**src/common/cdreg_defs.svh**
```systemverilog
// Offsets, field positions and reset values of the cable diagnostics register bank.
`ifndef CDREG_DEFS_SVH
`define CDREG_DEFS_SVH
`define CDREG_OFF_PCS_CTRL      16'h0000
`define CDREG_OFF_REFL_CFG      16'h0180
`define CDREG_OFF_DIAG_CTRL     16'h01A7
`define CDREG_BIT_SKIP_CD       12
`define CDREG_BIT_CROSS_DIS     11
`define CDREG_BIT_NLP_CHK       10
`define CDREG_AVG_HI            9
`define CDREG_AVG_LO            7
`define CDREG_SEG_HI            6
`define CDREG_SEG_LO            4
`define CDREG_CYC_HI            3
`define CDREG_CYC_LO            0
`define CDREG_BIT_DONE          5
`define CDREG_BIT_CLEAR         4
`define CDREG_RES_HI            15
`define CDREG_RES_LO            8
`define CDREG_BIT_MMD_RST       15
`define CDREG_RST_AVG           3'h6
`define CDREG_AVG_RESERVED      3'h7
`define CDREG_RST_SEG           3'h5
`define CDREG_RST_CYC           4'h2
`define CDREG_RST_NLP           1'h1
`endif

```
**src/common/cdreg_pkg.sv**
```systemverilog
// Types shared by the cable diagnostics register bank.
package cdreg_pkg;
    // Reflectometry configuration fields as steered into the measurement engine.
    typedef struct packed {
        logic       skip_pairs_c_d;
        logic       cross_listen_disable;
        logic       link_pulse_check;
        logic [2:0] average_count_sel;
        logic [2:0] segment_count;
        logic [3:0] cycle_time_us;
    } cdreg_cfg_t;
    // Management access request.
    typedef struct packed {
        logic        wr;
        logic        rd;
        logic        mmd3;
        logic [15:0] addr;
        logic [15:0] wdata;
    } cdreg_req_t;
    // Result reported by the diagnostics engine.
    typedef struct packed {
        logic       done;
        logic [7:0] result;
    } cdreg_diag_t;
endpackage : cdreg_pkg

```
**src/design/cdreg_bank.sv**
```systemverilog
// Control and status registers for cable reflectometry, link diagnostics and MMD reset.
// Notes on behaviour
// - Bypass bit skips pairs C and D.
// - Cross disable listens only on transmit channel.
// - Link pulse check, reset set, during silence.
// - Averaging code selects 1 to 64 cycles.
// - Reserved averaging code write ignored, field keeps old value.
// - Segment count field, reset value 101.
// - Cycle time field in microseconds, reset 010.
// - Done flag bit 5, result bits 15:8.
// - Clear bit wipes stored diagnostics results.
// - MMD reset returns MMD3 and MMD7 defaults.
// - MMD reset then triggers basic control soft reset.
// - Reserved MMD control bits ignore writes, read zero.
`include "cdreg_defs.svh"
`timescale 1ns/10ps
`default_nettype none
// Overview of the bank.
// The bank holds three registers that software reaches over the management access
// port. Each access lasts exactly one cycle. The port carries a write strobe, a read
// strobe, a flag that selects the indirect MMD3 space, a 16-bit address and write data.
// The bank takes a request on the rising edge at which a strobe is high. It never
// inserts a wait state, so requests may follow each other on consecutive edges.
//
// Reflectometry configuration register.
// Bit 12 makes the measurement engine skip pairs C and D.
// Bit 11 stops the engine listening on cross pairs, so it hears only its own transmitter.
// Bit 10 enables the check for link pulses in the silent period; it comes up set.
// Bits 9:7 select the number of averaged cycles, from 1 up to 64 in powers of two.
// Bits 6:4 hold the number of segments that the engine checks.
// Bits 3:0 hold the length of each cycle in microseconds.
// Bits 15:13 are reserved: writes are dropped and they read as zero.
// The averaging code 111 is reserved. A write carrying it leaves the stored code as it
// was, so the engine never sees an undefined averaging count. The other fields of the
// same write still land, because software often writes the whole word at once.
//
// Diagnostics control register.
// Bits 15:8 hold the last result that the engine reported, and bit 5 the completion flag.
// Both are latched from the engine's report port whenever its done strobe is high.
// Bit 4 is a self clearing clear command. Writing it wipes the stored result and drops
// the completion flag, and raises a one-cycle clear pulse towards the engine.
// A finish that lands in the very cycle of the clear is kept. Losing it would leave
// software waiting for a completion that had in fact already happened.
// Bits 7:6 and 3:0 are reserved and read as zero.
//
// Mmd_set_reset control register in the MMD3 space.
// Only the indirect path reaches it; a direct access at the same offset is a different
// register and must never fire the reset.
// Bit 15 is a self clearing reset of the MMD3 and MMD7 sets. Writing it raises a
// one-cycle pulse on the MMD reset output. One cycle later a one-cycle soft reset pulse
// follows, which the basic control register treats like its own reset bit.
// Bits 14:0 are reserved. The whole register always reads zero, because the reset bit
// has cleared itself again before software can read it back.
//
// Timing seen from the port.
// Edge 0: a request is taken.
// Edge 1: read data, the clear pulse and the MMD reset pulse stand for one cycle.
// Edge 2: the soft reset pulse stands for one cycle.
// Read data is zero in every cycle that follows no read, and for unmapped addresses.
// Every output comes from a flip-flop, so nothing combinational reaches the pins.
//
// Limitations.
// The bank does not check that the engine is idle before a configuration write. A
// write in mid-measurement changes the engine's levels at once; the engine must latch
// its own copy at the start of a run if it needs them steady.
// The bank does not stretch the reset pulses. A consumer in a slower domain must
// widen or synchronise them itself.
// Back-to-back MMD reset writes give back-to-back pulses; nothing merges them.
//
// State layout.
// All storage sits in one packed struct. One combinational process computes the next
// copy, and one clocked process registers it. Self clearing bits default to zero in the
// next copy, which makes them one-cycle pulses without any extra counters.
// The read data word is part of the same struct, so a read answers exactly one cycle
// after it is taken and drops back to zero on the cycle after that, unless another read was taken on the next edge.
module cdreg_bank (
    input  wire logic                  clk_in,
    input  wire logic                  resetn_in,
    input  wire cdreg_pkg::cdreg_req_t req_in,
    input  wire cdreg_pkg::cdreg_diag_t diag_in,
    output logic [15:0]                rdata_out,
    output cdreg_pkg::cdreg_cfg_t      cfg_out,
    output logic                       diag_clear_out,
    output logic                       mmd_set_reset_out,
    output logic                       soft_reset_out
);
    import cdreg_pkg::*;

    // Whole state of the bank in one packed struct.
    typedef struct packed {
        cdreg_cfg_t  cfg;
        logic [7:0]  result;
        logic        done;
        logic        clear;
        logic        mmd_rst;
        logic        soft_rst;
        logic [15:0] rdata;
    } cdreg_state_t;

    cdreg_state_t state_ff;   // Registered state.
    cdreg_state_t nxt_state;  // Next state.

    // Address decode used for reads and writes alike.
    function automatic logic hit(input cdreg_req_t r, input logic mmd3, input logic [15:0] off);
        hit = (r.mmd3 == mmd3) && (r.addr == off);
    endfunction : hit

    // Next state: register writes, self clearing pulses and engine results.
    always_comb begin
        nxt_state          = state_ff;
        nxt_state.clear    = 1'b0;
        nxt_state.mmd_rst  = 1'b0;
        // The soft reset follows the MMD reset pulse by one cycle.
        nxt_state.soft_rst = state_ff.mmd_rst;
        // The engine's report is latched; done is sticky until cleared.
        if (diag_in.done) begin
            nxt_state.done   = 1'b1;
            nxt_state.result = diag_in.result;
        end
        if (req_in.wr && hit(req_in, 1'b0, `CDREG_OFF_REFL_CFG)) begin
            nxt_state.cfg.skip_pairs_c_d       = req_in.wdata[`CDREG_BIT_SKIP_CD];
            nxt_state.cfg.cross_listen_disable = req_in.wdata[`CDREG_BIT_CROSS_DIS];
            nxt_state.cfg.link_pulse_check     = req_in.wdata[`CDREG_BIT_NLP_CHK];
            // The reserved averaging code leaves the old value in place.
            if (req_in.wdata[`CDREG_AVG_HI:`CDREG_AVG_LO] != `CDREG_AVG_RESERVED) begin
                nxt_state.cfg.average_count_sel = req_in.wdata[`CDREG_AVG_HI:`CDREG_AVG_LO];
            end
            nxt_state.cfg.segment_count = req_in.wdata[`CDREG_SEG_HI:`CDREG_SEG_LO];
            nxt_state.cfg.cycle_time_us = req_in.wdata[`CDREG_CYC_HI:`CDREG_CYC_LO];
        end
        // Clear wipes flag and result unless a finish lands in the same cycle; then the
        // finish's flag and result are kept, so no completion is lost.
        if (req_in.wr && hit(req_in, 1'b0, `CDREG_OFF_DIAG_CTRL) && req_in.wdata[`CDREG_BIT_CLEAR]) begin
            nxt_state.clear = 1'b1;
            nxt_state.done  = diag_in.done;
            nxt_state.result = diag_in.done ? diag_in.result : 8'h00;
        end
        // Only the indirect MMD3 path reaches the reset bit; other bits are dropped.
        if (req_in.wr && hit(req_in, 1'b1, `CDREG_OFF_PCS_CTRL) && req_in.wdata[`CDREG_BIT_MMD_RST]) begin
            nxt_state.mmd_rst = 1'b1;
        end
        // Read data is registered; unmapped addresses read zero.
        nxt_state.rdata = 16'h0000;
        if (req_in.rd) begin
            if (hit(req_in, 1'b0, `CDREG_OFF_REFL_CFG)) begin
                nxt_state.rdata[`CDREG_BIT_SKIP_CD]         = state_ff.cfg.skip_pairs_c_d;
                nxt_state.rdata[`CDREG_BIT_CROSS_DIS]       = state_ff.cfg.cross_listen_disable;
                nxt_state.rdata[`CDREG_BIT_NLP_CHK]         = state_ff.cfg.link_pulse_check;
                nxt_state.rdata[`CDREG_AVG_HI:`CDREG_AVG_LO] = state_ff.cfg.average_count_sel;
                nxt_state.rdata[`CDREG_SEG_HI:`CDREG_SEG_LO] = state_ff.cfg.segment_count;
                nxt_state.rdata[`CDREG_CYC_HI:`CDREG_CYC_LO] = state_ff.cfg.cycle_time_us;
            end else if (hit(req_in, 1'b0, `CDREG_OFF_DIAG_CTRL)) begin
                nxt_state.rdata[`CDREG_RES_HI:`CDREG_RES_LO] = state_ff.result;
                nxt_state.rdata[`CDREG_BIT_DONE]            = state_ff.done;
            end
            // The MMD3 control register always reads zero: its reset bit self clears.
        end
    end

    // State register with asynchronous reset to documented defaults.
    always_ff @(posedge clk_in or negedge resetn_in) begin
        if (!resetn_in) begin
            state_ff                          <= '0;
            state_ff.cfg.link_pulse_check     <= `CDREG_RST_NLP;
            state_ff.cfg.average_count_sel    <= `CDREG_RST_AVG;
            state_ff.cfg.segment_count        <= `CDREG_RST_SEG;
            state_ff.cfg.cycle_time_us        <= `CDREG_RST_CYC;
        end else begin
            state_ff <= nxt_state;
        end
    end

    // Outputs come straight from the state flip-flops.
    assign rdata_out         = state_ff.rdata;
    assign cfg_out           = state_ff.cfg;
    assign diag_clear_out    = state_ff.clear;
    assign mmd_set_reset_out = state_ff.mmd_rst;
    assign soft_reset_out    = state_ff.soft_rst;

    a_avg_never_rsv: assert property (@(posedge clk_in) disable iff (!resetn_in)
        state_ff.cfg.average_count_sel != `CDREG_AVG_RESERVED)
        else $error("Averaging field holds reserved code.");
    a_soft_after_mmd: assert property (@(posedge clk_in) disable iff (!resetn_in)
        mmd_set_reset_out |=> soft_reset_out)
        else $error("Soft reset did not follow MMD reset.");
    a_mmd_rst_pulse: assert property (@(posedge clk_in) disable iff (!resetn_in)
        (req_in.wr && req_in.mmd3 && req_in.addr == `CDREG_OFF_PCS_CTRL && req_in.wdata[15])
        |=> mmd_set_reset_out ##1 !mmd_set_reset_out || $past(req_in.wr))
        else $error("MMD reset pulse missing.");
    a_direct_no_rst: assert property (@(posedge clk_in) disable iff (!resetn_in)
        mmd_set_reset_out |-> $past(req_in.mmd3))
        else $error("MMD reset without indirect access.");
    a_clear_done: assert property (@(posedge clk_in) disable iff (!resetn_in)
        (diag_clear_out && !$past(diag_in.done)) |-> !state_ff.done && state_ff.result == 8'h00)
        else $error("Clear left done or result set.");
    a_done_sticky: assert property (@(posedge clk_in) disable iff (!resetn_in)
        (state_ff.done && !nxt_state.clear) |=> state_ff.done)
        else $error("Done flag dropped without clear.");
    a_skip_write: assert property (@(posedge clk_in) disable iff (!resetn_in)
        (req_in.wr && !req_in.mmd3 && req_in.addr == `CDREG_OFF_REFL_CFG)
        |=> cfg_out.skip_pairs_c_d == $past(req_in.wdata[12]))
        else $error("Pair skip bit not written.");
    a_cfg_stable: assert property (@(posedge clk_in) disable iff (!resetn_in)
        !(req_in.wr && !req_in.mmd3 && req_in.addr == `CDREG_OFF_REFL_CFG) |=> $stable(cfg_out))
        else $error("Configuration changed without write.");

    // A legal averaging code lands as written.
    a_avg_write_lands: assert property (@(posedge clk_in) disable iff (!resetn_in)
        (req_in.wr && !req_in.mmd3 && req_in.addr == `CDREG_OFF_REFL_CFG
         && req_in.wdata[`CDREG_AVG_HI:`CDREG_AVG_LO] != `CDREG_AVG_RESERVED)
        |=> cfg_out.average_count_sel == $past(req_in.wdata[`CDREG_AVG_HI:`CDREG_AVG_LO]))
        else $error("Averaging code not written.");

    // The reserved averaging code leaves the stored code unchanged.
    a_avg_rsv_keeps: assert property (@(posedge clk_in) disable iff (!resetn_in)
        (req_in.wr && !req_in.mmd3 && req_in.addr == `CDREG_OFF_REFL_CFG
         && req_in.wdata[`CDREG_AVG_HI:`CDREG_AVG_LO] == `CDREG_AVG_RESERVED)
        |=> $stable(cfg_out.average_count_sel))
        else $error("Reserved averaging code changed the field.");

    // The cross listen disable bit lands as written.
    a_cross_write: assert property (@(posedge clk_in) disable iff (!resetn_in)
        (req_in.wr && !req_in.mmd3 && req_in.addr == `CDREG_OFF_REFL_CFG)
        |=> cfg_out.cross_listen_disable == $past(req_in.wdata[`CDREG_BIT_CROSS_DIS]))
        else $error("Cross listen bit not written.");

    // The link pulse check bit lands as written.
    a_pulse_chk_write: assert property (@(posedge clk_in) disable iff (!resetn_in)
        (req_in.wr && !req_in.mmd3 && req_in.addr == `CDREG_OFF_REFL_CFG)
        |=> cfg_out.link_pulse_check == $past(req_in.wdata[`CDREG_BIT_NLP_CHK]))
        else $error("Link pulse check bit not written.");

    // The segment count lands as written.
    a_segment_write: assert property (@(posedge clk_in) disable iff (!resetn_in)
        (req_in.wr && !req_in.mmd3 && req_in.addr == `CDREG_OFF_REFL_CFG)
        |=> cfg_out.segment_count == $past(req_in.wdata[`CDREG_SEG_HI:`CDREG_SEG_LO]))
        else $error("Segment count not written.");

    // The cycle time lands as written.
    a_cycle_write: assert property (@(posedge clk_in) disable iff (!resetn_in)
        (req_in.wr && !req_in.mmd3 && req_in.addr == `CDREG_OFF_REFL_CFG)
        |=> cfg_out.cycle_time_us == $past(req_in.wdata[`CDREG_CYC_HI:`CDREG_CYC_LO]))
        else $error("Cycle time not written.");

    // A finish from the engine sets the flag and latches its result.
    a_done_sets: assert property (@(posedge clk_in) disable iff (!resetn_in)
        diag_in.done |=> state_ff.done && state_ff.result == $past(diag_in.result))
        else $error("Engine finish not latched.");

    // A read of the diagnostics register returns the stored flag and result.
    a_diag_read: assert property (@(posedge clk_in) disable iff (!resetn_in)
        (req_in.rd && !req_in.mmd3 && req_in.addr == `CDREG_OFF_DIAG_CTRL)
        |=> rdata_out == {$past(state_ff.result), 2'b00, $past(state_ff.done), 5'b00000})
        else $error("Diagnostics read data wrong.");

    // A clear write raises the clear pulse on the next cycle.
    a_clear_pulse: assert property (@(posedge clk_in) disable iff (!resetn_in)
        (req_in.wr && !req_in.mmd3 && req_in.addr == `CDREG_OFF_DIAG_CTRL
         && req_in.wdata[`CDREG_BIT_CLEAR]) |=> diag_clear_out)
        else $error("Clear pulse missing.");

    // The clear pulse never appears without a clear write before it.
    a_clear_source: assert property (@(posedge clk_in) disable iff (!resetn_in)
        diag_clear_out |-> $past(req_in.wr && !req_in.mmd3 && req_in.addr == `CDREG_OFF_DIAG_CTRL
                                 && req_in.wdata[`CDREG_BIT_CLEAR]))
        else $error("Clear pulse without clear write.");

    // A clear with no finish in the same cycle leaves the flag low.
    a_clear_drops: assert property (@(posedge clk_in) disable iff (!resetn_in)
        (req_in.wr && !req_in.mmd3 && req_in.addr == `CDREG_OFF_DIAG_CTRL
         && req_in.wdata[`CDREG_BIT_CLEAR] && !diag_in.done) |=> !state_ff.done)
        else $error("Clear left the done flag set.");

    // The soft reset pulse only ever follows the MMD reset pulse.
    a_soft_source: assert property (@(posedge clk_in) disable iff (!resetn_in)
        soft_reset_out |-> $past(mmd_set_reset_out))
        else $error("Soft reset without MMD reset.");

    // A direct write at the PCS offset never fires the MMD reset.
    a_direct_ignored: assert property (@(posedge clk_in) disable iff (!resetn_in)
        (req_in.wr && !req_in.mmd3 && req_in.addr == `CDREG_OFF_PCS_CTRL) |=> !mmd_set_reset_out)
        else $error("Direct write fired MMD reset.");

    // Writes to the reserved bits alone never fire the MMD reset.
    a_rsv_bits_ignored: assert property (@(posedge clk_in) disable iff (!resetn_in)
        (req_in.wr && req_in.mmd3 && req_in.addr == `CDREG_OFF_PCS_CTRL
         && !req_in.wdata[`CDREG_BIT_MMD_RST]) |=> !mmd_set_reset_out)
        else $error("Reserved bits fired MMD reset.");

    // The Mmd_set_reset control register always reads zero.
    a_mmd_reads_zero: assert property (@(posedge clk_in) disable iff (!resetn_in)
        (req_in.rd && req_in.mmd3 && req_in.addr == `CDREG_OFF_PCS_CTRL) |=> rdata_out == 16'h0000)
        else $error("MMD control register read nonzero.");

    // Read data drops to zero after any cycle without a read.
    a_idle_rdata_zero: assert property (@(posedge clk_in) disable iff (!resetn_in)
        !req_in.rd |=> rdata_out == 16'h0000)
        else $error("Read data not zero when idle.");
endmodule : cdreg_bank
`default_nettype wire

```
**config.mk**
```make
export PLATFORM = sky130hd
export DESIGN_NAME = cdreg_bank
export DESIGN_NICKNAME = d
export VERILOG_FILES = /design/src/common/cdreg_pkg.sv /design/src/design/cdreg_bank.sv
export VERILOG_INCLUDE_DIRS = /design/src /design/src/common
export SDC_FILE = /design/constraint.sdc
export NUM_CORES = 1
export LEC_CHECK = 0
export BUFFER_PORTS_ARGS = -buffer_cell sky130_fd_sc_hd__buf_4
export CORE_UTILIZATION = 47
export CTS_CLUSTER_DIAMETER = 50
export CTS_CLUSTER_SIZE = 25
export DETAILED_ROUTE_END_ITERATION = 16
export PLACE_DENSITY = 0.79
export SLEW_MARGIN = 40
export SYNTH_ARGS = -nofsm -noshare
export SYNTH_HDL_FRONTEND = slang
export SYNTH_SLANG_ARGS = --single-unit
```
**constraint.sdc**
```tcl
create_clock -name clk_in -period 1 [get_ports clk_in]
set_input_delay 0.2 -clock clk_in [delete_from_list [all_inputs] [get_ports clk_in]]
set_output_delay 0.2 -clock clk_in [all_outputs]
set_load 0.005 [all_outputs]
```
== Word-level counts from Yosys, hierarchy flattened ==
Index checks and enable logic that the tools add are counted.
Word-level totals
  register bits: 41
  input bits: 46
  output and inout port bits: 32
  logic and storage cells: 39
Cells by class
  equality and inequality tests: 3
  muxes and demuxes: 12
  bitwise logic cells: 1
  reductions and logical operators: 11
Operators with widths (number)
  equality test 16 x 9 -> 1 bit, second input constant: 2
  zero test 16 bit: 1
  two-way mux 16 bit: 1
  two-way mux 8 bit: 2
  two-way mux 10 bit: 1
  two-way mux 5 bit: 2
  two-way mux 9 bit: 1
  logical AND 1 bit: 8
  two-way mux 1 bit: 3
  two-way mux 3 bit: 1
  inequality test 3 bit, second input constant: 1
  two-way mux 2 bit: 1
  AND reduction 2 bit: 1
  nonzero test 2 bit: 1
  inverter 1 bit: 1

== Longest topological paths before layout ==
  word-level depth: 5
  mapped depth: 5
  mapped depth without buffers: 4

== Worst setup path before layout ==
No wires, ideal clock.
  path kind: input to register
  start point: input port req_in[20] (netlist name)
  end point: register state_ff, in the netlist cfg_out[11]
  setup time: 125 ps
  arrival: 1724 ps
  data required time: 875 ps
  setup slack: -849 ps
  stages: 5
  path buffers: 1
  path through: or4_4 nor4_4 and2_4 buf_12 mux2_2
Between the ends
  longest elaborated chain between the ends: 3
RTL lines
  start: declaration: RTL line cdreg_bank.sv:79  | input wire cdreg_pkg::cdreg_req_t req_in,
  equality test 16 x 9 -> 1 bit: RTL line cdreg_bank.sv:105  | hit = (r.mmd3 == mmd3) && (r.addr == off);
  logical AND 1 bit: RTL line cdreg_bank.sv:105
  logical AND 1 bit: RTL line cdreg_bank.sv:120  | if (req_in.wr && hit(req_in, 1'b0, `CDREG_OFF_REFL_CFG)) begin
  end signal: assignment: RTL line cdreg_bank.sv:169  | state_ff <= nxt_state;
  end: declaration: RTL line cdreg_bank.sv:100  | cdreg_state_t state_ff;
No other way between the ends.
A chain may end at the register's enable or synchronous reset.

== Worst setup path in the final report ==
  start point: input port req_in[27] (netlist name)
  end point: register state_ff, in the netlist cfg_out[0]
The elaborated chain is that of the path after synthesis.

==> impl_metrics.ini <==
[critical_path]
worst_r2r_endpoint = cfg_out[0]$_DFFE_PN0P_
crit_type = input pin to flip-flop
crit_path_max_fanout = 7
worst_ep_required_time_ns = 1.18
cp-startpoint = req_in[27]
endpoint_kind = flip-flop
ff2ff_path_depth = 2
crit_arrival_ns = 1.79
r2r_slack_ns = 0.08
rr_startpoint = cfg_out[0]$_DFFE_PN0P_
crit_path_end = cfg_out[0]$_DFFE_PN0P_
crit_path_start_kind = input pin

[synth]
yosys.area.top_type = dfrtp_1
synth_area_leaders = dfrtp_1, buf_4, dfstp_2
syn_nets = 202
async_reset_ff_share_pct = 100.0
netlist.area_leader.share_pct = 47.01
synthCells = 156
synth_area_mm2 = 0.001863
ys.warnings.count = 0
ys_seq_elements = 41
synth_edf_count = 0
yosysSeqAreaShare_pct = 55.47
synth-main-ff-cell = dfrtp_1
synth.avg_cell_area_um2 = 11.94
ys_types = 28

[pwr]
powerDensity_mw_per_mm2 = 1206
vdd_drop_max_mv = 0.7739
p_leak_nw = 1.408
fin_total_pwr_mw = 3.336

[global_routing]
grt_start_max_net_pins = 42
track_usage_pct = 20.11
grt_overflow_total = 0
grt_pass1_vias = 1388
grt_pass1_wl_um = 6216
antenna_found_initial = 0

[floorplanning]
io_pins = 78
die_w_um = 64.96
fp-row-count = 22
start_util_pct = 49.77
dieArea_mm2 = 0.004220
die_h_um = 64.96
coreArea_mm2 = 0.003744

[cells_and_area]
mostFrequentLayoutCells = buf_4, buf_6, dfrtp_1
syn_to_final_growth_pct = 48.49
diodes = 0
final_util_pct = 73.90
final_common_cell = buf_4
fillCellCount = 255
drive_gt1_share_pct = 61.74
finalNetCount = 275

[sta]
worstMarginPinSlew_ns = 0.4998
setup_viol = 53
period_minus_slack_ns = 1.612
rsz0062_at_grt = yes
timing.final.max_slew_violations = 0
finalClockSkew_ns = 0.009224
setup_tns_ns = -19.11
post-route-worst-setup-slack_ns = -0.6119
fmax_mhz = 620.4
finalCritPeriodShare_pct = 161.2
hold_viol_final = 0
max-slew-margin-rel_pct = 66.68

[drt]
dr.pass1.iters = 5
drc = 0
routed_wl_um = 4039
vias = 1348
drt_iter0_drc = 42
routedWlPerCell_um = 14.53
vias_per_cell = 4.849
drtAntennaViolNets = 0

[place]
portBuffers = 75
finalWeightedCongestion = 0.7045

[clocking]
cts_buffers = 5
cts_tree = done
clockRootBuffer = clkbuf_8
clkLatencyLatePin_ns = 0.29
cts_max_path_buffers = 2
htree_num_levels = 2
path_clk_slew_ns = 0.07
cts.sinks = 41

[flow_run]
maxCapViolations = 0

[status]
status = finished, violations left
violations = setup timing

[hold_path]
holdCritPathClass = input pin to flip-flop
-- sequential cells by signal (all words and copies together) (netlist names) --
| register | flops |
|---|---|
| diag_clear_out | 1 |
| state_ff | 9 |
| mmd_set_reset_out | 1 |
| rdata_out | 16 |
| soft_reset_out | 1 |
| cfg_out | 13 |
-- worst max-delay path, stage by stage --
cell and delay [ns]:
buf_6 0.09, or4_4 0.54, nor4_4 0.35, and2_4 0.29
mux2_4 0.32
-- where the power goes --
group	switching [mW]	internal [mW]	total, mW
Sequential	0.0164	1.69	1.70
Clock	0.542	0.814	1.36
Combinational	0.118	0.159	0.276
-- metal layers --
layer | vias up | GRT usage, % | part of all wire [%]
met5 | - | 0 | 0
met4 | 0 | 7.222 | 1.5
met3 | 9 | 6.690 | 6.3
met2 | 58 | 34.11 | 51
met1 | 642 | 23.50 | 41
li1 | 639 | - | -
-- cells in the mapped netlist, drive strengths merged, types with 4 or more instances --
master	n
nor4	5
buf	30
nand2b	8
and2	12
o21ai	8
mux2	10
a22o	6
nand2	14
dfstp	6
inv	4
dfrtp	35
-- stage by stage --
| step | std cells | worst slack [ns] | area (um2) | hold slack [ns] |
|---|---|---|---|---|
| after floorplan | 156 | -0.8416 | 1891 | -0.09559 |
| after global placement | 253 | -0.9329 | 2303 | 0.1975 |
| after detailed placement | 253 | -0.9474 | 2303 | 0.2042 |
| after CTS | 276 | -0.6164 | 2624 | 0.1159 |
| after global routing | 278 | -0.6316 | 2766 | 0.1201 |
| final | 278 | -0.6119 | 2766 | 0.1230 |
-- area by class of cell --
type	count	area [um2]	area share [%]
clock buffer	7	86.33	3.121
tap	48	60.06	2.171
sequential	41	1033	37.36
multi-input combinational	81	681.9	24.65
clock inverter	1	30.03	1.085
timing repair buffer	96	859.6	31.07
inverter	4	15.01	0.5427
-- cells by family after synthesis --
family / after synthesis / synth area share [%]
AO/OA/AOI/OAI: 21 / 7.186
buffers and inverters: 36 / 14.04
multiplexers: 10 / 6.044
AND/OR/NAND/NOR: 48 / 17.26
flip-flops: 41 / 55.47
-- how the worst min path moves through the flow --
stage,from,end,slack (ns),depth (start not counted)
final,diag_in[5],state_ff[25]$_DFFE_PN0P_,0.12,3
after CTS,diag_in[5],state_ff[25]$_DFFE_PN0P_,0.12,3
after detailed placement,resetn_in,cfg_out[0]$_DFFE_PN0P_,0.20,1
after global placement,resetn_in,cfg_out[2]$_DFFE_PN0P_,0.20,1
after global routing,diag_in[3],state_ff[23]$_DFFE_PN0P_,0.12,3
after floorplan,resetn_in,cfg_out[0]$_DFFE_PN0P_,-0.1,0
-- repair_timing --
action,4_1_cts,5_1_grt
cloned,3,1
gates resized for setup,27,34
setup endpoints to repair,55,71
hold endpoints to repair,35,0
pin swaps,7,5
buffers inserted,11,1
hold buffers,1,0
Note: power is estimated with default switching activity, not from simulation.
